### src/smac_pkg.sv
package smac_pkg;

   // CPU operating modes
   typedef enum logic [2:0] {
      MODE_BOOT     = 3'h0,
      MODE_TEST     = 3'h1,
      MODE_FIRMWARE = 3'h2,
      MODE_SYSTEM   = 3'h3,
      MODE_USER     = 3'h4
   } smac_mode_type;

   // Register groups, one per address page
   typedef enum logic [3:0] {
      GRP_CPU_SHARED = 4'h0,
      GRP_CPU_BANKED = 4'h1,
      GRP_TEST       = 4'h2,
      GRP_SEG_CFG    = 4'h3,
      GRP_SYS_MGMT   = 4'h4,
      GRP_FW_CFG     = 4'h5,
      GRP_FW_OS      = 4'h6,
      GRP_HW_COMP    = 4'h7,
      GRP_NONE       = 4'hF
   } smac_group_type;

   // Widths
   localparam int ADDR_W = 8;
   localparam int DATA_W = 8;
   localparam int COMP_N = 8;

   // Field positions inside a register address
   localparam int PAGE_MSB = 7;
   localparam int PAGE_LSB = 4;
   localparam int COMP_MSB = 3;
   localparam int COMP_LSB = 1;

   // Register addresses
   localparam logic [7:0] ADDR_SEG_BASE_LO = 8'h30;
   localparam logic [7:0] ADDR_SEG_BASE_HI = 8'h31;
   localparam logic [7:0] ADDR_CPU_CONTROL_STATUS_REG     = 8'h40;
   localparam logic [7:0] ADDR_SEC_PROT    = 8'h41;
   localparam logic [7:0] ADDR_FW_CTRL_LO  = 8'h50;
   localparam logic [7:0] ADDR_FW_CTRL_HI  = 8'h51;
   localparam logic [7:0] ADDR_CLK_SEL     = 8'h70;
   localparam logic [7:0] ADDR_RNG_OUT     = 8'h72;
   localparam logic [7:0] ADDR_KEY_FIRST   = 8'h74;
   localparam logic [7:0] ADDR_KEY_LAST    = 8'h77;

   // Reset values
   localparam logic [7:0] RST_SEG_BASE = 8'h00;
   localparam logic [7:0] RST_FW_CTRL  = 8'h00;
   localparam logic [7:0] RST_DATA     = 8'h00;

   // Group of a register address
   function automatic smac_group_type smac_group_of(input logic [7:0] addr);
      logic [3:0] page;
      page = addr[PAGE_MSB:PAGE_LSB];
      if (page == 4'h0) smac_group_of = GRP_CPU_SHARED;
      else if (page == 4'h1) smac_group_of = GRP_CPU_BANKED;
      else if (page == 4'h2) smac_group_of = GRP_TEST;
      else if (page == 4'h3) smac_group_of = GRP_SEG_CFG;
      else if (page == 4'h4) smac_group_of = GRP_SYS_MGMT;
      else if (page == 4'h5) smac_group_of = GRP_FW_CFG;
      else if (page == 4'h6) smac_group_of = GRP_FW_OS;
      else if (page == 4'h7) smac_group_of = GRP_HW_COMP;
      else smac_group_of = GRP_NONE;
   endfunction : smac_group_of

   // Hardware component index of a register address
   function automatic logic [2:0] smac_comp_of(input logic [7:0] addr);
      smac_comp_of = addr[COMP_MSB:COMP_LSB];
   endfunction : smac_comp_of

endpackage : smac_pkg

### src/smac_rule_eval.sv
`timescale 1ns/100ps
`default_nettype none
module smac_rule_eval
   import smac_pkg::*;
(
   input  wire smac_mode_type   mode,
   input  wire logic            isWr,
   input  wire logic [7:0]      addr,
   input  wire logic [7:0]      fwRdRights,
   input  wire logic [7:0]      fwWrRights,
   input  wire logic [7:0]      segRdRights,
   input  wire logic [7:0]      segWrRights,
   output logic                 allow
);

   smac_group_type grp;
   logic [2:0]     comp;
   logic           isRd;
   logic           isShared, isBanked, isTest, isSeg, isSys;
   logic           isFwCfg, isFwOs, isHw, isNone;
   logic           isCsr, isSecProt, isClk, isRng, isKey;
   logic           fwHwOk, segHwOk;
   logic           bootOk, testOk, fwOk, sysOk, usrOk, modeOk, veto;

   // Classify the access
   assign grp       = smac_group_of(addr);
   assign comp      = smac_comp_of(addr);
   assign isRd      = ~isWr;
   assign isShared  = (grp == GRP_CPU_SHARED);
   assign isBanked  = (grp == GRP_CPU_BANKED);
   assign isTest    = (grp == GRP_TEST);
   assign isSeg     = (grp == GRP_SEG_CFG);
   assign isSys     = (grp == GRP_SYS_MGMT);
   assign isFwCfg   = (grp == GRP_FW_CFG);
   assign isFwOs    = (grp == GRP_FW_OS);
   assign isHw      = (grp == GRP_HW_COMP);
   assign isNone    = (grp == GRP_NONE);
   assign isCsr     = (addr == ADDR_CPU_CONTROL_STATUS_REG);
   assign isSecProt = (addr == ADDR_SEC_PROT);
   assign isClk     = (addr == ADDR_CLK_SEL);
   assign isRng     = (addr == ADDR_RNG_OUT);
   assign isKey     = (addr >= ADDR_KEY_FIRST) && (addr <= ADDR_KEY_LAST);

   // Per-component rights from the firewall and from the segment entry
   assign fwHwOk  = isWr ? fwWrRights[comp] : fwRdRights[comp];
   assign segHwOk = isWr ? segWrRights[comp] : segRdRights[comp];

   // Grants per mode
   assign bootOk = ~isTest & ~isSeg & ~isBanked & ~isNone;
   assign testOk = ~isSeg & ~isBanked & ~isNone;
   assign fwOk   = isShared | (isFwCfg & isRd) | isFwOs
                 | (isHw & fwHwOk)
                 | (isClk & isRd)
                 | (isCsr & isRd);
   assign sysOk  = isShared | isBanked | isSeg | isSys | isFwCfg | isHw;
   assign usrOk  = isShared | isBanked
                 | (isHw & segHwOk)
                 | (isCsr & isRd);

   // Select the grant of the current mode
   assign modeOk = (mode == MODE_BOOT)     ? bootOk :
                   (mode == MODE_TEST)     ? testOk :
                   (mode == MODE_FIRMWARE) ? fwOk   :
                   (mode == MODE_SYSTEM)   ? sysOk  :
                   (mode == MODE_USER)     ? usrOk  : 1'b0;

   // Denials of segmentation and banked access outside their modes, and of register reads or writes closed in every mode
   assign veto = (isSeg & (mode != MODE_SYSTEM))
               | (isBanked & (mode != MODE_SYSTEM) & (mode != MODE_USER))
               | (isSecProt & isRd)
               | (isRng & isWr)
               | (isKey & isRd);

   // Shared registers stay open in every mode unless vetoed
   assign allow = (modeOk | (isShared & ~isNone)) & ~veto;

endmodule : smac_rule_eval
`default_nettype wire

### config.mk
export PLATFORM = sky130hd
export DESIGN_NAME = smac_rule_eval
export DESIGN_NICKNAME = d
export VERILOG_FILES = /design/src/smac_pkg.sv /design/src/smac_rule_eval.sv
export SDC_FILE = /design/constraint.sdc
export NUM_CORES = 1
export LEC_CHECK = 0
export BUFFER_PORTS_ARGS = -buffer_cell sky130_fd_sc_hd__buf_2
export CAP_MARGIN = 10
export CORE_UTILIZATION = 37
export DETAILED_ROUTE_END_ITERATION = 16
export GPL_TIMING_DRIVEN = 0
export MAX_ROUTING_LAYER = met4
export PLACE_DENSITY = 0.77
export SYNTH_ARGS = -nofsm -noshare
export SYNTH_HDL_FRONTEND = slang
export SYNTH_SLANG_ARGS = --single-unit
export TNS_END_PERCENT = 30
### constraint.sdc
create_clock -name vclk -period 1.2
set_input_delay 0.12 -clock vclk [all_inputs]
set_output_delay 0.12 -clock vclk [all_outputs]
set_load 0.05 [all_outputs]
==> results of run 1 <==
## layer usage
layer / up-vias / part of all wire / track usage
met5: - / 0 / -
met4: 0 / 0 / 0
met3: 0 / 0.081 / 0
met2: 38 / 0.47 / 0.363
met1: 313 / 0.45 / 0.258
li1: 362 / - / -
## cells by family after synthesis
logic type	count (synthesis)	synth area share
AO/OA/AOI/OAI	15	0.211
multiplexers	10	0.364
AND/OR/NAND/NOR	32	0.352
buffers and inverters	6	0.0728
## cell usage after synthesis
library cell | instances | share of area
mux4_1 | 4 | 0.20
o32a_1 | 1 | 0.019
nand4_1 | 1 | 0.012
a21o_1 | 1 | 0.014
mux4_2 | 2 | 0.085
nor4_1 | 5 | 0.059
and4b_1 | 1 | 0.019
a31oi_1 | 1 | 0.012
o21ai_0 | 3 | 0.028
and4b_4 | 1 | 0.026
o2bb2ai_1 | 1 | 0.016
or3_1 | 1 | 0.012
nand2_1 | 3 | 0.021
nor3_1 | 3 | 0.028
mux2_2 | 3 | 0.063
buf_6 | 2 | 0.042
nand2b_1 | 2 | 0.023
nor3b_1 | 4 | 0.056
a221oi_1 | 1 | 0.016
a311oi_1 | 2 | 0.033
nand3_1 | 4 | 0.038
a211oi_1 | 3 | 0.042
buf_2 | 1 | 0.0094
inv_1 | 3 | 0.021
mux2i_1 | 1 | 0.019
nor2b_1 | 2 | 0.023
o221a_2 | 1 | 0.021
a21oi_1 | 1 | 0.0094
nor2_1 | 5 | 0.035
## path summary, 6_finish.rpt
kind | startpoint | end | slack [ns] | cells past startpoint
worst max-delay path | addr[2] | allow | -0.47 | 7
worst min-delay path | addr[7] | allow | 0.82 | 4
## worst min-delay path, delay by kind of cell
kind | cells | cell delay [ns]
buffers and inverters | 2 | 0.29
AND/OR/NAND/NOR | 1 | 0.05
AO/OA/AOI/OAI | 1 | 0.23
## what timing repair did
action	in CTS	in global routing
gates resized for setup	6	2
endpoints found under the setup margin	1	1
pin swaps	3	2
buffers inserted	2	0
## power breakdown
part	switching, uW	leakage [uW]	total [uW]	internal [uW]
clock network	0	0	0	0
registers	0	0	0	0
logic	117	0.000379	269	152
## per-stage QoR
step           std cells  setup slack, ns
2_1_floorplan         63           -0.422
6_report             124           -0.470
3_5_place_dp         122           -0.680
4_1_cts              124           -0.510
3_3_place_gp         122           -0.658
5_1_grt              124           -0.563
## area by class of cell
type / count / area, um^2 / share of cell area
Timing Repair Buffer: 46 / 251 / 0.296
Tap cell: 15 / 18.8 / 0.0221
Inverter: 3 / 11.3 / 0.0132
Buffer: 3 / 36.3 / 0.0426
Multi-Input combinational cell: 57 / 533 / 0.626
==> results_dict.tcl, run 1 <==
set metrics [dict create \
    seq_area_um2 0 \
    area_delta_synth_final_pct 59.6 \
    nClkBuffers 0 \
    layout_commonest_cell "buf_2" \
    drt_first_pass_iters 4 \
    cap_violations 0 \
    syn_area_um2 533 \
    die-area_mm2 0.00160 \
    min_path_type "in -> out" \
    grt_setup_unrepaired "yes" \
    viasPerCell 5.75 \
    ys_seq_area_frac 0 \
    grt-ovfl-total 0 \
    cts_hold_buf 0 \
    slowest_delay_ns 0.35 \
    routedWlPerCell_um 11.7 \
    finalCriticalPeriod_ns 1.67 \
    synth_cell_types 29 \
    final_cell_area_um2 851 \
    vias 713 \
    worst_slew_pin_slew_ns 0.393 \
    final_cell_mix "43 x buf_2, 5 x nor2_1, 4 x mux4_1, 4 x nand3_1, 4 x nor3b_1" \
    first_iter_violations 10 \
    hold_ws_ns 0.816 \
    antenna_found_initial 0 \
    slew_violations 0 \
    track_usage 0.198 \
    ant_nets 0 \
    critical_path_peak_fanout 5 \
    end_kind "primary output" \
    syn-instance-count 63 \
    syn_avg_cell_area_um2 8.46 \
    finalSetupTns_ns -0.470 \
    gp_congestion 0.764 \
    p_per_area_mw_per_mm2 316 \
    fin_util 0.646 \
    p_leak_uw 0.000379 \
    period_share 1.39 \
    relSlewSlack 0.737 \
    port_buffers 44 \
    die_w_um 40.0 \
    cp_top_family "simple AND/OR/NAND/NOR gates" \
    p_total_uw 269 \
    core_area_mm2 0.00132 \
    fmax_mhz 599 \
    fp.dieH_um 40.0 \
    crit_buf_inv 2 \
    dp_hpwl_um 1140 \
    layout-drive-gt1-share 0.560 \
    syn-num-nets 107 \
    seq_cell_count 0 \
    critPathRequiredTime_ns 1.08 \
    ys_warn_count 0 \
    grt_pass1_vias 594 \
    rows 13 \
    cp_cell_sequence "buf_2 > mux2_2 > nor3b_1 > nor4_2 > nor4_2 > nor4_4 > buf_6" \
    setup_viol 1 \
    hold_viol_final 0 \
    violations "setup timing" \
    final_nets 155 \
    grt_pass1_wl_um 2240 \
    slowest_stage "nor4_2" \
    drc 0 \
    crit_top_cell "nor4_2" \
    drt-total-wl_um 1450 \
    status "finished with violations" \
    placed_area_um2 801 \
    start_util 0.405 \
    n_antenna_cell 0 \
    ir_drop_v 0.000179 \
    setup.worst_path.start_class "primary input" \
    critPathKind "in -> out" \
    fill_cells 117 \
    layout_setup_ws_ns -0.470 \
    cp.arrival_ns 1.55 \
    grt_start_max_net_pins 11 \
    ios 45 \
]
Note: power is estimated with default switching activity, not from simulation.
==> run 2, diff against run 1 <==
CORE_UTILIZATION = 41   (was 37)
PLACE_DENSITY = 0.81   (was 0.77)
clock period = 1.7 ns   (was 1.2 ns; I/O delays follow)
==> results_dict.tcl, run 2 (synthesis gave the netlist of run 1 again) <==
set metrics [dict create \
    fmax_mhz 552 \
    setup_viol 1 \
    track_usage 0.338 \
    status "finished with violations" \
    setup.worst_path.start_class "primary input" \
    n_antenna_cell 0 \
    hold_ws_ns 0.861 \
    layout_commonest_cell "buf_2" \
    dp_hpwl_um 1440 \
    final_cell_area_mm2 0.00102 \
    grt_setup_unrepaired "yes" \
    critPathKind "in -> out" \
    critPathRequiredTime_ns 1.53 \
    seq_cell_count 0 \
    slew_violations 0 \
    gp_congestion 0.863 \
    antenna_found_initial 0 \
    placed_area_um2 800 \
    worst_slew_pin_slew_ns 0.327 \
    fill_cells 59 \
    grt_pass1_wl_um 3250 \
    cp_top_family "simple AND/OR/NAND/NOR gates" \
    p_per_area_mw_per_mm2 242 \
    place_inst 121 \
    viasPerCell 6.44 \
    fp.dieH_um 38.1 \
    crit_buf_inv 3 \
    area_delta_synth_final_pct 91.1 \
    final_cell_mix "41 x buf_2, 5 x buf_6, 5 x nor4_4, 4 x buf_4" \
    fin_cells 126 \
    rows 12 \
    final_nets 158 \
    drt_first_pass_iters 4 \
    die-area_mm2 0.00145 \
    p_leak_uw 0.000427 \
    slowest_delay_ns 0.24 \
    grt_pass1_vias 716 \
    layout-drive-gt1-share 0.732 \
    routedWlPerCell_um 19.9 \
    port_buffers 44 \
    fin_util 0.881 \
    nClkBuffers 0 \
    drt-total-wl_um 2500 \
    seq_area_um2 0 \
    start_util 0.461 \
    cap_violations 0 \
    drc 0 \
    relSlewSlack 0.782 \
    end_kind "primary output" \
    slowest_stage "a311oi_2" \
    die_w_um 38.1 \
    cp.arrival_ns 1.64 \
    vias 811 \
    violations "setup timing" \
    period_share 1.07 \
    finalCriticalPeriod_ns 1.81 \
    hold_viol_final 0 \
    layout_setup_ws_ns -0.112 \
    ios 45 \
    grt-ovfl-total 0 \
    cp_cell_sequence "buf_2 > and4b_4 > buf_4 > and4b_1 > a311oi_2 > a211oi_2 > nor4_4 > buf_6" \
    core_area_mm2 0.00116 \
    ant_nets 0 \
    min_path_type "in -> out" \
    first_iter_violations 28 \
    ir_drop_v 0.000139 \
    grt_start_max_net_pins 11 \
    critical_path_peak_fanout 8 \
]
==> run 2: final cells by class <==
type / count / area [um^2] / area share
multi-input combinational: 57 / 663 / 0.651
timing repair buffer: 49 / 290 / 0.285
buffer: 3 / 36.3 / 0.0356
tap: 14 / 17.5 / 0.0172
inverter: 3 / 11.3 / 0.0111
==> run 2: final timing paths <==
check | startpoint | to | cells after the start
worst max-delay path | addr[5] | allow | 8
worst min-delay path | addr[7] | allow | 4
==> run 2: repair_timing <==
action                                  4_1_cts  5_1_grt
buffers inserted                              4        1
resized for setup                            29       12
hold buffers                                  0        0
endpoints found under the setup margin        1        1
pin swaps                                     8        7
==> run 2: worst min-delay path, delay by kind of cell <==
kind	cells	cell delay (ns)
buffers and inverters	2	0.25
AOI/OAI and AO/OA	1	0.22
and+or+nand+nor	1	0.05
==> run 2: through the flow <==
stage / worst slack (ns) / setup TNS (ns) / power [uW]
floorplan: -0.0219 / -0.0219 / 103
global placement: -0.334 / -0.334 / 175
detailed placement: -0.340 / -0.340 / 182
CTS: -0.114 / -0.114 / 223
global route: -0.143 / -0.143 / 259
finish: -0.112 / -0.112 / 247
==> run 2: power by group <==
| part | switching [uW] | internal [uW] | total [uW] |
|---|---|---|---|
| Clock | 0 | 0 | 0 |
| Combinational | 119 | 127 | 247 |
| Sequential | 0 | 0 | 0 |
==> run 2: metal layers <==
metal  vias up  global-route usage  share of wire
met5         -                   -              0
met3        17              0.0407          0.055
met4         0               0.134          0.046
li1        370                   -              -
met2        51               0.631           0.54
met1       373               0.355           0.36
